**src/tio_params.svh**
```systemverilog
// offsets, field positions, reset values and codes for the timer i/o control block
`ifndef TIO_PARAMS_SVH
`define TIO_PARAMS_SVH

`define TIO_DATA_WIDTH       16
`define TIO_ADDR_WIDTH       8

`define TIO_OFS_CHAN1_CTRL   8'h00
`define TIO_OFS_CHAN2_CTRL   8'h04
`define TIO_OFS_CHAN1_GR_A   8'h08
`define TIO_OFS_CHAN1_GR_B   8'h0C
`define TIO_OFS_CHAN2_GR_A   8'h10
`define TIO_OFS_CHAN2_GR_B   8'h14
`define TIO_OFS_STATUS       8'h18

`define TIO_FIELD_A_LSB      0
`define TIO_FIELD_B_LSB      4
`define TIO_STAT_CAP_LSB     0
`define TIO_STAT_MATCH_LSB   4
`define TIO_STAT_LEVEL_LSB   8

`define TIO_CTRL_RESET       8'h00
`define TIO_GR_RESET         16'hFFFF

`define TIO_ACT_NONE         2'b00
`define TIO_ACT_DRIVE0       2'b01
`define TIO_ACT_DRIVE1       2'b10
`define TIO_ACT_TOGGLE       2'b11

`define TIO_CHAN1_PIN_A      0
`define TIO_CHAN1_PIN_B      1
`define TIO_CHAN2_PIN_A      2
`define TIO_CHAN2_PIN_B      3

`endif

```
**src/tio_pkg.sv**
```systemverilog
// types shared by the timer i/o control block
package tio_pkg;
    typedef enum logic [1:0] {
        FN_OUT_OFF,
        FN_OUT_CMP,
        FN_CAP_PIN,
        FN_CAP_CROSS
    } func_mode_e;

    typedef struct packed {
        func_mode_e mode;
        logic       initLevel;
        logic [1:0] action;
        logic       capRise;
        logic       capFall;
    } func_s;

    typedef struct packed {
        logic level;
        logic enable_n;
    } pin_drive_s;

    typedef struct packed {
        logic [7:0]  addr;
        logic [15:0] wrData;
        logic        wr;
        logic        rd;
    } reg_req_s;
endpackage : tio_pkg

```
**src/timer_io_control_ch1_ch2.sv**
```systemverilog
// i/o function control for timer channels 1 and 2 with their general registers
//
// Contract
// - control register: upper nibble sets register B, lower nibble register A
// - field zero: compare register, output disabled, level 0; reset value
// - top bit 0: output compare; bit 2 initial level; low 00 disables output
// - compare with low bits 01 drives pin low on counter match
// - compare with low bits 10 drives pin high on counter match
// - compare with low bits 11 toggles pin on each counter match
// - field 1000 captures counter on rising edge of own pin
// - field 1001 captures counter on falling edge of own pin
// - fields 1010 and 1011 capture counter on both pin edges
// - channel 1 fields 11xx capture on channel 0 register A or C event
// - channel 2 fields 1100, 1101, 111x capture on rising, falling, both edges
`timescale 1ns/1ps
`include "tio_params.svh"
module timer_io_control_ch1_ch2
    import tio_pkg::*;
(
    input  wire logic                       clock,        // 200 MHz timer clock
    input  wire logic                       reset_n,      // async reset, active low
    input  wire reg_req_s                   regReq,       // register port request
    output      logic [`TIO_DATA_WIDTH-1:0] regRdData,    // read data, cycle after read strobe
    input  wire logic [`TIO_DATA_WIDTH-1:0] counterValue, // running timer counter
    input  wire logic                       chan0EventA,  // chan0_general_reg_a match or capture pulse
    input  wire logic                       chan0EventC,  // chan0_general_reg_c match or capture pulse
    input  wire logic [3:0]                 pinIn,        // pin levels, index by pin constants
    output      pin_drive_s [3:0]           pinDrive      // pin level and active-low enable
);
    // ------------------------------------------------------------
    // state
    // ------------------------------------------------------------
    typedef struct packed {
        logic [7:0]                 chan1IoFunctionCtrl;
        logic [7:0]                 chan2IoFunctionCtrl;
        logic [3:0]                 cfgWritten;
        logic [3:0]                 capFlag;
        logic [3:0]                 matchFlag;
        logic [`TIO_DATA_WIDTH-1:0] rdData;
    } top_state_s;

    top_state_s                 s;
    top_state_s                 next_s;
    func_s                      func       [4];
    logic [3:0]                 grWrite;
    logic [3:0]                 pinRise;
    logic [3:0]                 pinFall;
    logic [3:0]                 crossEvent;
    logic [3:0]                 capPulse;
    logic [3:0]                 matchPulse;
    logic [3:0]                 pinLevel;
    logic [`TIO_DATA_WIDTH-1:0] grValue    [4];

    // ------------------------------------------------------------
    // helpers
    // ------------------------------------------------------------
    // picks the nibble of register a or b of a given unit index
    function automatic logic [3:0] field_of(
        input logic [7:0] ctrl1,
        input logic [7:0] ctrl2,
        input int         idx
    );
        logic [7:0] ctrl;
        ctrl = (idx < 2) ? ctrl1 : ctrl2;
        if (idx % 2 == 0) begin
            field_of = ctrl[`TIO_FIELD_A_LSB +: 4];
        end else begin
            field_of = ctrl[`TIO_FIELD_B_LSB +: 4];
        end
    endfunction : field_of

    // turns a four-bit field into the unit's function
    function automatic func_s decode_field(
        input logic [3:0] field,
        input logic       hasCross
    );
        func_s f;
        f           = '0;
        f.mode      = FN_OUT_OFF;
        f.action    = field[1:0];
        f.initLevel = 1'b0;
        f.capRise   = 1'b0;
        f.capFall   = 1'b0;
        if (!field[3]) begin
            f.initLevel = field[2];
            if (field[1:0] == `TIO_ACT_NONE) begin
                f.mode = FN_OUT_OFF;
            end else begin
                f.mode = FN_OUT_CMP;
            end
        end else if (field[2] && hasCross) begin
            f.mode = FN_CAP_CROSS;
        end else begin
            f.mode    = FN_CAP_PIN;
            f.capRise = field[1] | ~field[0];
            f.capFall = field[1] | field[0];
        end
        decode_field = f;
    endfunction : decode_field

    // byte address of a unit's general register
    function automatic logic [7:0] gr_offset(input int idx);
        case (idx)
            `TIO_CHAN1_PIN_A: gr_offset = `TIO_OFS_CHAN1_GR_A;
            `TIO_CHAN1_PIN_B: gr_offset = `TIO_OFS_CHAN1_GR_B;
            `TIO_CHAN2_PIN_A: gr_offset = `TIO_OFS_CHAN2_GR_A;
            default:          gr_offset = `TIO_OFS_CHAN2_GR_B;
        endcase
    endfunction : gr_offset

    // ------------------------------------------------------------
    // per-register units
    // ------------------------------------------------------------
    for (genvar i = 0; i < 4; i++) begin : g_unit
        assign func[i]       = decode_field(field_of(s.chan1IoFunctionCtrl, s.chan2IoFunctionCtrl, i), i < 2);
        assign grWrite[i]    = regReq.wr && (regReq.addr == gr_offset(i));
        assign pinLevel[i]   = pinDrive[i].level;

        pin_edge_sync u_sync (
            .clock   (clock),
            .reset_n (reset_n),
            .pinIn   (pinIn[i]),
            .rise    (pinRise[i]),
            .fall    (pinFall[i])
        );

        gen_reg_unit #(
            .Width (`TIO_DATA_WIDTH)
        ) u_unit (
            .clock        (clock),
            .reset_n      (reset_n),
            .func         (func[i]),
            .cfgWrite     (s.cfgWritten[i]),
            .counterValue (counterValue),
            .pinRise      (pinRise[i]),
            .pinFall      (pinFall[i]),
            .crossEvent   (crossEvent[i]),
            .swWrite      (grWrite[i]),
            .swData       (regReq.wrData),
            .generalReg   (grValue[i]),
            .drive        (pinDrive[i]),
            .capturePulse (capPulse[i]),
            .matchPulse   (matchPulse[i])
        );
    end

    // channel 0 events feed channel 1 only
    assign crossEvent[`TIO_CHAN1_PIN_A] = chan0EventA;
    assign crossEvent[`TIO_CHAN1_PIN_B] = chan0EventC;
    assign crossEvent[`TIO_CHAN2_PIN_A] = 1'b0;
    assign crossEvent[`TIO_CHAN2_PIN_B] = 1'b0;

    // ------------------------------------------------------------
    // register port
    // ------------------------------------------------------------
    always_comb begin
        next_s            = s;
        next_s.cfgWritten = 4'h0;
        next_s.rdData     = '0;

        // writes
        if (regReq.wr) begin
            case (regReq.addr)
                `TIO_OFS_CHAN1_CTRL: begin
                    next_s.chan1IoFunctionCtrl = regReq.wrData[7:0];
                    next_s.cfgWritten[1:0]     = 2'h3;
                end
                `TIO_OFS_CHAN2_CTRL: begin
                    next_s.chan2IoFunctionCtrl = regReq.wrData[7:0];
                    next_s.cfgWritten[3:2]     = 2'h3;
                end
                default: begin
                    next_s.cfgWritten = 4'h0;
                end
            endcase
        end

        // sticky flags, write one to clear, a new event wins
        next_s.capFlag   = s.capFlag;
        next_s.matchFlag = s.matchFlag;
        if (regReq.wr && regReq.addr == `TIO_OFS_STATUS) begin
            next_s.capFlag   = s.capFlag & ~regReq.wrData[`TIO_STAT_CAP_LSB +: 4];
            next_s.matchFlag = s.matchFlag & ~regReq.wrData[`TIO_STAT_MATCH_LSB +: 4];
        end
        next_s.capFlag   = next_s.capFlag | capPulse;
        next_s.matchFlag = next_s.matchFlag | matchPulse;

        // reads, data stand one cycle only
        if (regReq.rd) begin
            case (regReq.addr)
                `TIO_OFS_CHAN1_CTRL: next_s.rdData = {8'h00, s.chan1IoFunctionCtrl};
                `TIO_OFS_CHAN2_CTRL: next_s.rdData = {8'h00, s.chan2IoFunctionCtrl};
                `TIO_OFS_CHAN1_GR_A: next_s.rdData = grValue[`TIO_CHAN1_PIN_A];
                `TIO_OFS_CHAN1_GR_B: next_s.rdData = grValue[`TIO_CHAN1_PIN_B];
                `TIO_OFS_CHAN2_GR_A: next_s.rdData = grValue[`TIO_CHAN2_PIN_A];
                `TIO_OFS_CHAN2_GR_B: next_s.rdData = grValue[`TIO_CHAN2_PIN_B];
                `TIO_OFS_STATUS:     next_s.rdData = {4'h0, pinLevel, s.matchFlag, s.capFlag};
                default:             next_s.rdData = '0;
            endcase
        end
    end

    always_ff @(posedge clock or negedge reset_n) begin
        if (!reset_n) begin
            s                     <= '0;
            s.chan1IoFunctionCtrl <= `TIO_CTRL_RESET;
            s.chan2IoFunctionCtrl <= `TIO_CTRL_RESET;
        end else begin
            s <= next_s;
        end
    end

    assign regRdData = s.rdData;
endmodule : timer_io_control_ch1_ch2

```
**src/pin_edge_sync.sv**
```systemverilog
// two-flop pin synchroniser with registered edge pulses
`timescale 1ns/1ps
module pin_edge_sync (
    input  wire logic clock,   // timer clock
    input  wire logic reset_n, // async reset, active low
    input  wire logic pinIn,   // raw pin level
    output      logic rise,    // one-cycle rising edge pulse
    output      logic fall     // one-cycle falling edge pulse
);
    typedef struct packed {
        logic meta;
        logic stable;
        logic prev;
        logic rise;
        logic fall;
    } sync_state_s;

    sync_state_s s;
    sync_state_s next_s;

    always_comb begin
        next_s        = s;
        next_s.meta   = pinIn;
        next_s.stable = s.meta;
        next_s.prev   = s.stable;
        next_s.rise   = s.stable & ~s.prev;
        next_s.fall   = ~s.stable & s.prev;
    end

    always_ff @(posedge clock or negedge reset_n) begin
        if (!reset_n) begin
            s <= '0;
        end else begin
            s <= next_s;
        end
    end

    assign rise = s.rise;
    assign fall = s.fall;
endmodule : pin_edge_sync

```
**src/gen_reg_unit.sv**
```systemverilog
// one general register with its compare output and capture logic
`timescale 1ns/1ps
`include "tio_params.svh"
module gen_reg_unit
    import tio_pkg::*;
#(
    parameter int Width = `TIO_DATA_WIDTH
) (
    input  wire logic             clock,        // timer clock
    input  wire logic             reset_n,      // async reset, active low
    input  wire func_s            func,         // decoded function field
    input  wire logic             cfgWrite,     // field was just written
    input  wire logic [Width-1:0] counterValue, // timer counter
    input  wire logic             pinRise,      // synchronised pin rising edge
    input  wire logic             pinFall,      // synchronised pin falling edge
    input  wire logic             crossEvent,   // channel 0 event pulse
    input  wire logic             swWrite,      // software write of the register
    input  wire logic [Width-1:0] swData,       // software write data
    output      logic [Width-1:0] generalReg,   // general register value
    output      pin_drive_s       drive,        // pin level and enable
    output      logic             capturePulse, // capture happened
    output      logic             matchPulse    // compare match happened
);
    typedef struct packed {
        logic [Width-1:0] value;
        pin_drive_s       drive;
        logic             wasEqual;
        logic             capture;
        logic             match;
    } unit_state_s;

    unit_state_s s;
    unit_state_s next_s;
    logic        equal;

    always_comb begin
        next_s          = s;
        next_s.capture  = 1'b0;
        next_s.match    = 1'b0;
        equal           = (counterValue == s.value);
        next_s.wasEqual = equal;
        if (swWrite) begin
            next_s.value = swData;
        end
        case (func.mode)
            FN_OUT_OFF: begin
                next_s.drive.enable_n = 1'b1;
                if (cfgWrite) begin
                    next_s.drive.level = func.initLevel;
                end
            end
            FN_OUT_CMP: begin
                next_s.drive.enable_n = 1'b0;
                if (cfgWrite) begin
                    next_s.drive.level = func.initLevel;
                end else if (equal && !s.wasEqual) begin
                    next_s.match = 1'b1;
                    case (func.action)
                        `TIO_ACT_DRIVE0: next_s.drive.level = 1'b0;
                        `TIO_ACT_DRIVE1: next_s.drive.level = 1'b1;
                        `TIO_ACT_TOGGLE: next_s.drive.level = ~s.drive.level;
                        default:         next_s.drive.level = s.drive.level;
                    endcase
                end
            end
            FN_CAP_PIN: begin
                next_s.drive.enable_n = 1'b1;
                if ((pinRise && func.capRise) || (pinFall && func.capFall)) begin
                    next_s.value   = counterValue;
                    next_s.capture = 1'b1;
                end
            end
            FN_CAP_CROSS: begin
                next_s.drive.enable_n = 1'b1;
                if (crossEvent) begin
                    next_s.value   = counterValue;
                    next_s.capture = 1'b1;
                end
            end
            default: begin
                next_s.drive.enable_n = 1'b1;
            end
        endcase
    end

    always_ff @(posedge clock or negedge reset_n) begin
        if (!reset_n) begin
            s                <= '0;
            s.value          <= `TIO_GR_RESET;
            s.drive.enable_n <= 1'b1;
        end else begin
            s <= next_s;
        end
    end

    assign generalReg   = s.value;
    assign drive        = s.drive;
    assign capturePulse = s.capture;
    assign matchPulse   = s.match;
endmodule : gen_reg_unit

```
**config.mk**
```make
export PLATFORM = sky130hd
export DESIGN_NAME = timer_io_control_ch1_ch2
export DESIGN_NICKNAME = d
export VERILOG_FILES = /design/src/tio_pkg.sv /design/src/timer_io_control_ch1_ch2.sv /design/src/pin_edge_sync.sv /design/src/gen_reg_unit.sv
export VERILOG_INCLUDE_DIRS = /design/src
export SDC_FILE = /design/constraint.sdc
export NUM_CORES = 1
export LEC_CHECK = 0
export ABC_AREA = 1
export BUFFER_PORTS_ARGS = -buffer_cell sky130_fd_sc_hd__buf_4
export CORE_ASPECT_RATIO = 0.9
export CORE_MARGIN = 2
export CORE_UTILIZATION = 60
export CTS_BUF_LIST = sky130_fd_sc_hd__clkbuf_2
export DETAILED_ROUTE_END_ITERATION = 10
export PLACE_DENSITY = 0.8
export SETUP_SLACK_MARGIN = 0.1
export SKIP_CTS_REPAIR_TIMING = 1
export SYNTH_ARGS = -nofsm -noshare
export SYNTH_HDL_FRONTEND = slang
export SYNTH_SLANG_ARGS = --single-unit
```
**constraint.sdc**
```tcl
create_clock -name clock -period 3.05 [get_ports clock]
set_clock_uncertainty 0.05 [all_clocks]
set_input_delay 0.4575 -clock clock [delete_from_list [all_inputs] [get_ports clock]]
set_output_delay 0.4575 -clock clock [all_outputs]
set_load 0.01 [all_outputs]
```
Yosys cells after proc, flatten, opt, wreduce, memory -nomap -nowiden --
Index checks and enable logic that the tools add are counted.
Cells by class: reductions and logical operators 48, bitwise gates (word level) 38, muxes and demuxes 86, equal/unequal tests 46
Operators by type and width (count):
- 16-bit 2-to-1 mux | 13
- 16-bit case mux with 7 select lines | 1
- 16-bit equality test | 4
- 16-bit case mux with 2 select lines | 2
- 1-bit 2-to-1 mux | 42
- 2-bit equality test, second input constant | 16
- 8-bit by 5-bit equality test with 1-bit output, second input constant | 3
- 2-bit 2-to-1 mux | 12
- 5-bit != test, second input constant | 4
- 1-bit case mux with 2 select lines | 10
- 1-bit logical AND | 17
- 2-bit by 1-bit equality test with 1-bit output, second input constant | 8
- 8-bit by 4-bit equality test with 1-bit output, second input constant | 2
- 2-bit logical NOT | 8
- 1-bit inverter | 16
- 4-bit AND reduction | 4
- 3-bit by 2-bit != test with 1-bit output, second input constant | 4
- 1-bit case mux with 3 select lines | 4
- 3-bit OR reduction | 4
- 1-bit bitwise AND | 8
- 4-bit bitwise AND | 2
- 8-bit by 3-bit equality test with 1-bit output, second input constant | 1
- 8-bit logical NOT | 1
- 8-bit 2-to-1 mux | 1
- 9 further kinds | 31
Storage, ports and cells: output and inout bits 24, word-level logic and storage cells 268, register bits after elaboration 148

Longest topological paths before layout --
Gate-level depths: netlist of run 1.
depth in word-level cells 8, depth in mapped cells 11, gate-level depth less buffers 11

Hierarchy --
Synthesis of run 1 repeated with hierarchy kept, for this count alone.
Second synthesis, totals: cells, all modules 1287, area, all modules 9213.8 um^2
By module, submodules not included:
- gen_reg_unit | area each 1468.9 um^2, cells each 216, instances 4
- timer_io_control_ch1_ch2 | area each 2777.7 um^2, cells each 387, instances 1
- pin_edge_sync | area each 140.1 um^2, cells each 9, instances 4

Worst setup path after synthesis of run 1 --
Ideal clock, no wire load.
path kind input -> register, from input regReq[18] (netlist name), to register s[43] (netlist name), stages on the path 9, required time 2882 ps, path buffers 1, data arrival time 1434 ps, setup slack 1447 ps, cells stage by stage inv_1 -> nand2_2 -> nor2_4 -> nand2_2 -> nor2_2 -> nand2_1 -> buf_4 -> nand2_1 -> o21ai_2
On the way: word-level cells in the longest chain between the ends 2
RTL lines:
- start: declaration | line timer_io_control_ch1_ch2.sv:22 | input wire reg_req_s regReq,
- 8-bit logical NOT | line timer_io_control_ch1_ch2.sv:163 | case (regReq.addr)
- 2-bit AND reduction (no line)
- end signal: assignment | line timer_io_control_ch1_ch2.sv:209 | s <= next_s;
- end: declaration | line timer_io_control_ch1_ch2.sv:42 | top_state_s s;
Every way passes these cells. A chain may end at the register's enable or synchronous reset.

==> reports/qor.yml, run 1 <==
yosys.area.top_type: "dfrtp_1"
r2r_setup_slack_ns: 0.42
first_iter_violations: 1120
status: "complete, no violations"
h-tree-depth: 4
coreArea_um2: 13460
cts_made_buffers: 17
portBuffers: 73
hold_violations: 0
cp_common_cell: "nand2_1"
cts_num_sinks: 146
area_delta_synth_final_pct: 15.24
relSlewSlack: 0.3093
hp-start: "regReq[0]"
drtPass1Iterations: 8
grt_use_total: 0.3170
grt_pass1_vias: 6828
leakage_nw: 4.920
syn_inst: 1167
r2r-start: "func[9]$_DFFE_PN0P_"
crit_required_ns: 3.68
drc: 0
clockBufferDepth: 2
rr_worst_depth: 9
startpoint_type: "register"
cts_tree: "built"
via_per_inst: 5.412
cp_slowest_stage_delay_ns: 0.78
grt_max_degree: 62
finalPower_mw: 5.026
syn_nets: 1217
synth_area_um2: 8317
worst_pin_slew_ns: 1.035
slowest_stage: "inv_1"
place.gp.congestion: 0.9361
cap_viol_max_count: 0
path_cells: "inv_1 -> o21ai_0 -> nand2_1 -> nand2_1 -> inv_1 -> a21oi_1 -> o21ai_1 -> nand2_1 -> dlygate4sd3_1"
worst-setup-path-type: "register to register"
cts-root-buf: "clkbuf_2"
final_layout_size_suffix_gt1_frac: 0.1680
end_kind: "register"
synth_seq_cells: 146
clkTransAtPathRegs_ns: 0.22
synth_edf_count: 0
timing.rr.end: "g_unit[2].u_unit.generalReg[5]$_DFF_PN1_"
ys_types: 37
die_h_um: 115.7
antenna_found_initial: 0
synth.area.top_cells: "dfrtp_1, dfstp_2, nand2_1, inv_1, nor2_1"
setup_viol: 0
cp.arrival_ns: 3.26
fp.dieW_um: 128.1
ir_drop_mv: 0.5707
place_area_um2: 8752
rows: 40
ant_nets: 0
met2_usage: 0.4720
fin_crit_sh: 0.8614
gr-max-usage-layer: "met2"
clk-insertion-delay-late_ns: 0.72
hold_ws_ns: 0.1369
dr_total_vias: 7771
min_path_cells: 3
postLayoutCellArea_um2: 9584
grt_use_met3: 0.07849
min_path_type: "input port to register"
rsz0062_at_grt: "no"
whs_endpoint: "regRdData[13]$_DFF_PN0_"
grt-ovfl-total: 0
fmax_ghz: 0.3806
use_met1: 0.4521
post-route-min-period_ns: 2.627
initial_utilization: 0.6178
grt_pass1_wl_mm: 35.57
nNetsFinal: 1305
yosys_most_used_dff: "dfrtp_1"
setup_tns_ns: 0
io_pins: 74
ys.warnings.count: 0
die_area_um2: 14820
wire_per_inst_um: 16.14
slew_viol_final: 0
powerDensity_nw_per_um2: 524.4
worst-path-max-fanout: 31
utilization: 0.7119
diodes: 0
synth_top_cell_area_share: 0.2347
crit_buf_inv: 3
synth.avg_cell_area_um2: 7.127
drt-total-wl_mm: 23.17
post-dp-hpwl_mm: 15.94
async_reset_ff_frac: 1.000
path_delay_family: "buffers and inverters"
seq_area_frac_synth: 0.4495
worst max path at each step:
stage	startpoint	endpoint	slack (ns)	depth (start not counted)
after floorplan	regReq[18]	s[43]$_DFFE_PN0P_	1.45	9
after global placement	regReq[18]	func[17]$_DFFE_PN0P_	0.96	9
after detailed placement	regReq[25]	func[24]$_DFFE_PN0P_	0.84	7
after CTS	func[2]$_DFFE_PN0P_	g_unit[3].u_unit.generalReg[12]$_DFF_PN1_	1.02	7
after global routing	func[9]$_DFFE_PN0P_	g_unit[2].u_unit.generalReg[4]$_DFF_PN1_	0.28	9
final	func[9]$_DFFE_PN0P_	g_unit[2].u_unit.generalReg[5]$_DFF_PN1_	0.42	9
area by class of cell:
class | instances | area [um^2]
Inverter | 164 | 620.6
Tap cell | 168 | 210.2
Timing Repair Buffer | 134 | 1155
Clock buffer | 18 | 90.09
Multi-Input combinational cell | 792 | 3558
Clock inverter | 14 | 211.5
Fill cell | 1103 | 3879
Sequential cell | 146 | 3739
flip-flops by register name, summed over array words and instances (netlist names):
signal / count
func: 8
g_unit.u_sync.fall: 4
g_unit.u_sync.next_s: 8
g_unit.u_sync.rise: 4
g_unit.u_sync.s: 4
g_unit.u_unit.capturePulse: 4
g_unit.u_unit.drive: 8
g_unit.u_unit.generalReg: 64
g_unit.u_unit.matchPulse: 4
g_unit.u_unit.s: 4
regRdData: 16
s: 18
cell usage after synthesis (2+ instances only):
| cell | count |
|---|---|
| nand2_1 | 423 |
| inv_1 | 158 |
| nor2_1 | 135 |
| dfrtp_1 | 78 |
| dfstp_2 | 68 |
| o21ai_0 | 60 |
| o21ai_1 | 33 |
| buf_4 | 29 |
| nand3_1 | 29 |
| a21oi_1 | 25 |
| o211ai_1 | 19 |
| a31oi_1 | 14 |
| buf_2 | 12 |
| clkbuf_2 | 11 |
| clkbuf_1 | 9 |
| o21ai_2 | 8 |
| o21bai_1 | 7 |
| nor2_4 | 6 |
| nor3_1 | 5 |
| inv_2 | 4 |
| nor4_1 | 4 |
| xor2_1 | 4 |
| buf_6 | 3 |
| nand2_2 | 3 |
| nand3_4 | 3 |
| o22ai_1 | 3 |
| nand3_2 | 2 |
| nor2_8 | 2 |
| o2111ai_1 | 2 |
cell usage in the layout, fill, tap and decap left out, drive strengths merged:
master       instances
clkinv               7
nor3                 6
bufinv               5
o22ai                3
o21bai               7
o2111ai              2
clkbuf              18
a311oi               1
nor4                 4
a21oi               25
nor2               144
dlygate4sd3         53
nand3               34
o211ai              19
dfrtp               78
clkinvlp             3
a21boi               1
inv                163
o21ai              101
a31oi               14
xor2                 4
dfstp               68
buf                 81
nand2              427
metrics by stage:
step	std cells	setup WS, ns
6_report	1436	0.4227
5_1_grt	1436	0.2819
4_1_cts	1383	1.019
3_5_place_dp	1351	0.8360
3_3_place_gp	1351	0.9637
2_1_floorplan	1167	1.447
where the power goes:
part           internal [mW]  switching, mW
clock                  0.621          0.733
sequential              2.34          0.212
combinational          0.468          0.656
total                   3.42           1.60
layer usage:
layer / up-vias / part of all wire
li1: 3752 / -
met3: 56 / 0.11
met2: 409 / 0.44
met4: 0 / 0.030
met5: - / 0
met1: 3554 / 0.42
worst min-delay path: cells and delay by family:
kind | cells | cell delay [ns]
buf+inv | 1 | 0.11
simple gates | 2 | 0.34
cell families (layout without fill, tap and decap cells):
family,count (synthesis),in the layout,synth area share
flip-flops,146,146,0.4495
AND/OR/NAND/NOR,615,615,0.3033
buffers and inverters,229,330,0.1232
XOR/XNOR,4,4,0.004212
AO/OA/AOI/OAI,173,173,0.1198
No activity file was read; power rests on OpenSTA's default activity.
==> inputs of run 2 (changes only) <==
- CELL_PAD_IN_SITES_DETAIL_PLACEMENT: unset -> 1
- CELL_PAD_IN_SITES_GLOBAL_PLACEMENT: unset -> 1
- CORE_UTILIZATION: 60 -> 47
- CTS_BUF_LIST: sky130_fd_sc_hd__clkbuf_2 -> unset
- PLACE_DENSITY: 0.8 -> unset
- PLACE_DENSITY_LB_ADDON: unset -> 0.1
==> run 2 against run 1 <==
  * Final cell count is 1.7% higher
  * Sequential share of layout area grew 0.59 points
  * Critical path depth stayed put
  * Maximum frequency rose by 31%
  * Utilization fell by 17 points
  * Clock-buffer cell count did not move
  * Register-to-register slack improved by 0.63 ns
  * Global-route usage decreased by 0.28 points
  * Wire length up 21%
  * Clock power up 52%
==> reports/qor.yml, run 2 (synthesized netlist as in run 1, its figures left out) <==
grt_use_met3: 0.06532  # was 0.07849
setup_tns_ns: 0  # unchanged
startpoint_type: "register"  # unchanged
status: "complete, no violations"  # unchanged
post-route-min-period_ns: 2.001  # was 2.627 ns
cts-root-buf: "clkbuf_16"  # was clkbuf_2
relSlewSlack: 0.5246  # was 0.3093
h-tree-depth: 4  # unchanged
io_pins: 74  # unchanged
worst_pin_slew_ns: 0.7114  # was 1.035 ns
fin_crit_sh: 0.6561  # was 0.8614
worst-path-max-fanout: 12  # was 31
crit_required_ns: 3.35  # was 3.68 ns
grt_use_total: 0.3143  # was 0.3170
drt-total-wl_mm: 27.94  # was 23.17 mm
die_h_um: 130.2  # was 115.7 um
post-dp-hpwl_mm: 19.77  # was 15.94 mm
clkTransAtPathRegs_ns: 0.07  # was 0.22 ns
grt_pass1_vias: 7893  # was 6828
wire_per_inst_um: 19.14  # was 16.14 um
drc: 0  # unchanged
cts_tree: "built"  # unchanged
clockBufferDepth: 2  # unchanged
cts_made_buffers: 17  # unchanged
leakage_nw: 4.811  # was 4.920 nW
clk-insertion-delay-late_ns: 0.43  # was 0.72 ns
final_cell_mix: "nand2_1, inv_1, nor2_1, buf_4, dfrtp_1"  # unchanged
rows: 46  # was 40
finalPower_mw: 5.662  # was 5.026 mW
hold_violations: 0  # unchanged
rsz0062_at_grt: "no"  # unchanged
ant_nets: 0  # unchanged
ir_drop_mv: 0.4154  # was 0.5707 mV
cap_viol_max_count: 0  # unchanged
nNetsFinal: 1257  # was 1305
place.gp.congestion: 0.8612  # was 0.9361
die_area_um2: 18780  # was 14820 um^2
grt_pass1_wl_mm: 43.74  # was 35.57 mm
grt_max_degree: 56  # was 62
end_kind: "register"  # unchanged
coreArea_um2: 17500  # was 13460 um^2
portBuffers: 73  # unchanged
cts_num_sinks: 146  # unchanged
utilization: 0.5395  # was 0.7119
final_common_cell: "nand2_1"  # unchanged
use_met1: 0.4115  # was 0.4521
worst-setup-path-type: "register to register"  # unchanged
largest_reg_flops: 64  # unchanged
stdcell_count: 1460  # was 1436
antenna_found_initial: 0  # unchanged
final_layout_size_suffix_gt1_frac: 0.1787  # was 0.1680
cp.arrival_ns: 2.30  # was 3.26 ns
initial_utilization: 0.4753  # was 0.6178
diodes: 0  # unchanged
dr_total_vias: 7688  # was 7771
setup_viol: 0  # unchanged
area_delta_synth_final_pct: 13.51  # was 15.24%
slew_viol_final: 0  # unchanged
powerDensity_nw_per_um2: 599.7  # was 524.4 nW/um^2
grt-ovfl-total: 0  # unchanged
met2_usage: 0.5207  # was 0.4720
first_iter_violations: 463  # was 1120
gr-max-usage-layer: "met2"  # unchanged
place_inst: 1427  # was 1351
fp.dieW_um: 144.2  # was 128.1 um
drtPass1Iterations: 5  # was 8
min_path_type: "input port to register"  # unchanged
via_per_inst: 5.266  # was 5.412
fmax_ghz: 0.4997  # was 0.3806 GHz
run 2: worst max-delay path: stages, from the launching register on:
cell	delay, ns
dfrtp_1	0.42
inv_1	0.13
o21ai_0	0.11
nand2_1	0.08
nand2_1	0.15
inv_1	0.43
buf_4	0.29
a21oi_1	0.06
o21ai_1	0.12
nand2_1	0.08
run 2: cell type report:
type | instances | area, um^2
multi-input combinational | 792 | 3558
fill | 2312 | 8056
inverter | 164 | 620.6
timing repair buffer | 86 | 664.4
tap | 240 | 300.3
clock buffer | 18 | 429.2
sequential | 146 | 3739
clock inverter | 14 | 128.9
run 2: metrics by stage:
stage / hold WS [ns] / setup WS, ns / instance area [um^2]
after floorplan: 0.1119 / 1.447 / 8317
after global placement: 0.2814 / 0.8871 / 8872
after detailed placement: 0.2886 / 0.8112 / 8872
after CTS: -0.05951 / 1.101 / 9430
after global routing: 0.06729 / 0.9588 / 9440
final: 0.08192 / 1.049 / 9440
run 2: layer usage:
metal,part of all wire,up-vias
li1,-,3656
met1,0.44,3823
met2,0.48,162
met3,0.046,47
met4,0.034,0
met5,0,-
run 2: worst paths after layout:
path	start	end	slack (ns)	cells after the start
worst min register to register	g_unit[0].u_sync.next_s[3]$_DFF_PN0_	g_unit[0].u_sync.next_s[2]$_DFF_PN0_	0.30	0
worst max-delay path	func[9]$_DFFE_PN0P_	g_unit[2].u_unit.generalReg[6]$_DFF_PN1_	1.05	9
min in group asynchronous	reset_n	regRdData[9]$_DFF_PN0_	0.49	2
worst max register to register	func[9]$_DFFE_PN0P_	g_unit[2].u_unit.generalReg[6]$_DFF_PN1_	1.05	9
worst min-delay path	pinIn[3]	g_unit[3].u_sync.next_s[3]$_DFF_PN0_	0.08	1
max in group asynchronous	reset_n	g_unit[0].u_unit.generalReg[3]$_DFF_PN1_	1.59	3
run 2: where the power goes:
part	internal [mW]	total, mW	leakage (nW)	switching [mW]
Clock	1.13	2.05	0.268	0.911
Combinational	0.386	1.06	2.84	0.678
Sequential	2.34	2.55	1.70	0.213
Total	3.86	5.66	4.81	1.80
==> inputs of run 3 (changes only) <==
- CORE_UTILIZATION: 47 -> 44
- clock period: 3.05 -> 2.05 ns (I/O delays scaled with it)
==> run 3 against run 2 <==
  * Register-to-register slack worse by 0.80 ns
  * Final cell count rose by 1.6%
  * Critical endpoint is now g_unit[3].u_unit.drive[1]$_DFFE_PN0P_
  * Flip-flop and latch count unchanged
  * Non-clock buffer count increased by 17
  * Utilization fell by 1.3 points
  * Sequential share of layout area is 1.2 points lower
  * Worst hold slack lost 0.0081 ns
  * Final area increased by 3.0%
  * Sequential power increased by 49%
==> reports/qor.yml, run 3 (synthesized netlist as in run 1, its figures left out) <==
clockBufferDepth: 2  # unchanged
setup_tns_ns: 0  # unchanged
utilization: 0.5268  # was 0.5395
post-dp-hpwl_mm: 20.36  # was 19.77 mm
io_pins: 74  # unchanged
dr_total_vias: 7705  # was 7688
top_layer: "met4"  # unchanged
fin_crit_sh: 0.8788  # was 0.6561
rsz0062_at_grt: "no"  # unchanged
slew_viol_final: 0  # unchanged
via_per_inst: 5.196  # was 5.266
drc: 0  # unchanged
hold_ws_ns: 0.07386  # was 0.08192 ns
cts_num_sinks: 146  # unchanged
cap_viol_max_count: 0  # unchanged
worst_pin_slew_ns: 0.5922  # was 0.7114 ns
portBuffers: 73  # unchanged
end_kind: "register"  # unchanged
fp.dieW_um: 148.9  # was 144.2 um
post-route-min-period_ns: 1.801  # was 2.001 ns
coreArea_um2: 18470  # was 17500 um^2
die_area_um2: 20020  # was 18780 um^2
place.gp.congestion: 0.8417  # was 0.8612
initial_utilization: 0.4504  # was 0.4753
hold_violations: 0  # unchanged
worst-path-max-fanout: 4  # was 12
grt_pass1_vias: 8105  # was 7893
largest_reg_flops: 64  # unchanged
antenna_found_initial: 1  # was 0
area_delta_synth_final_pct: 16.97  # was 13.51%
final_cell_mix: "nand2_1, inv_1, nor2_1, buf_4, dfrtp_1"  # unchanged
clkTransAtPathRegs_ns: 0.07  # about the same
worst-setup-path-type: "register to register"  # unchanged
grt_use_total: 0.2999  # was 0.3143
status: "complete, no violations"  # unchanged
multi_input_area_um2: 3558  # unchanged
final_layout_size_suffix_gt1_frac: 0.1876  # was 0.1787
ant_nets: 0  # unchanged
wl_met2_mm: 13.12  # was 13.31 mm
drtPass1Iterations: 5  # unchanged
final_common_cell: "nand2_1"  # unchanged
die_h_um: 134.4  # was 130.2 um
grt_pass1_wl_mm: 44.98  # was 43.74 mm
h-tree-depth: 4  # unchanged
cts_made_buffers: 17  # unchanged
ir_drop_mv: 0.5640  # was 0.4154 mV
min_path_type: "input port to register"  # unchanged
relSlewSlack: 0.6028  # was 0.5246
register_area_um2: 3739  # unchanged
cp.arrival_ns: 2.07  # was 2.30 ns
drt-total-wl_mm: 28.50  # was 27.94 mm
nNetsFinal: 1274  # was 1257
first_iter_violations: 499  # was 463
fmax_ghz: 0.5551  # was 0.4997 GHz
finalPower_mw: 8.814  # was 5.662 mW
dr_wl_met3_mm: 1.854  # was 1.280 mm
cts-root-buf: "clkbuf_16"  # unchanged
clk-insertion-delay-late_ns: 0.43  # about the same
setup_viol: 0  # unchanged
crit_required_ns: 2.32  # was 3.35 ns
grt_max_degree: 69  # was 56
cts_tree: "built"  # unchanged
fillers: 2403  # was 2312
rows: 47  # was 46
place_ws_ns: 0.2009  # was 0.8112 ns
powerDensity_nw_per_um2: 906.0  # was 599.7 nW/um^2
setup_ws_ns: 0.2485  # was 1.049 ns
grt-ovfl-total: 0  # unchanged
wirelength_met1_mm: 12.89  # was 12.39 mm
leakage_nw: 4.963  # was 4.811 nW
startpoint_type: "register"  # unchanged
wire_per_inst_um: 19.22  # was 19.14 um
==> run 3: cell types whose count changed in the layout (fill, tap and decap cells not counted), sizes merged <==
| cell | delta |
|---|---|
| inv | +3 |
| buf | +13 |
| clkbuf | -1 |
| bufinv | +2 |
| diode | +1 |
| clkinvlp | -2 |
| clkinv | -2 |
| dlygate4sd3 | +4 |
==> run 3: layer usage <==
| metal | track usage | vias up |
|---|---|---|
| met5 | 0 | - |
| met4 | 0.09471 | 0 |
| met3 | 0.07279 | 37 |
| met2 | 0.4811 | 201 |
| met1 | 0.4021 | 3768 |
| li1 | - | 3699 |
==> run 3: report_power, final <==
group          total, mW  internal, mW  switching (mW)  leakage [nW]
clock network       3.41          1.98            1.43         0.310
registers           3.80          3.48           0.320          1.70
logic               1.61         0.589            1.02          2.95
==> run 3: worst max-delay path, cell delays in order, from the launching register on <==
cell	delay, ns
dfstp_2	0.57
inv_1	0.06
nand2_1	0.05
nand2_1	0.05
nor2_1	0.27
nand2_1	0.19
nor2_1	0.13
nand3_1	0.16
nand3_1	0.10
nand2_1	0.05
==> run 3: layout make-up <==
type                    instances  share of cell area
flip-flops and latches        146              0.3843
multi-input cells             792              0.3658
well taps                     245             0.03151
clock buffers                  17             0.04373
inverters                     164             0.06379
clock inverters                15             0.02174
repair buffers                103             0.08887
diodes                          1           0.0002572
==> run 3: metrics by stage <==
stage	cell area, um^2	std cells
4_1_cts	9676	1477
5_1_grt	9726	1482
3_5_place_dp	9039	1445
2_1_floorplan	8317	1167
6_report	9728	1483
3_3_place_gp	9039	1445
==> run 3: final timing paths <==
path | from | end | slack, ns | cells past startpoint
hold reg to reg | g_unit[3].u_sync.next_s[3]$_DFF_PN0_ | g_unit[3].u_sync.next_s[2]$_DFF_PN0_ | 0.30 | 0
max in group asynchronous | reset_n | g_unit[3].u_unit.drive[0]$_DFF_PN1_ | 1.05 | 3
setup / recovery | g_unit[3].u_unit.generalReg[0]$_DFF_PN1_ | g_unit[3].u_unit.drive[1]$_DFFE_PN0P_ | 0.25 | 9
hold / removal | regReq[11] | g_unit[0].u_unit.generalReg[9]$_DFF_PN1_ | 0.07 | 3
min in group asynchronous | reset_n | g_unit[1].u_unit.generalReg[11]$_DFF_PN1_ | 0.38 | 2
setup reg to reg | g_unit[3].u_unit.generalReg[0]$_DFF_PN1_ | g_unit[3].u_unit.drive[1]$_DFFE_PN0P_ | 0.25 | 9
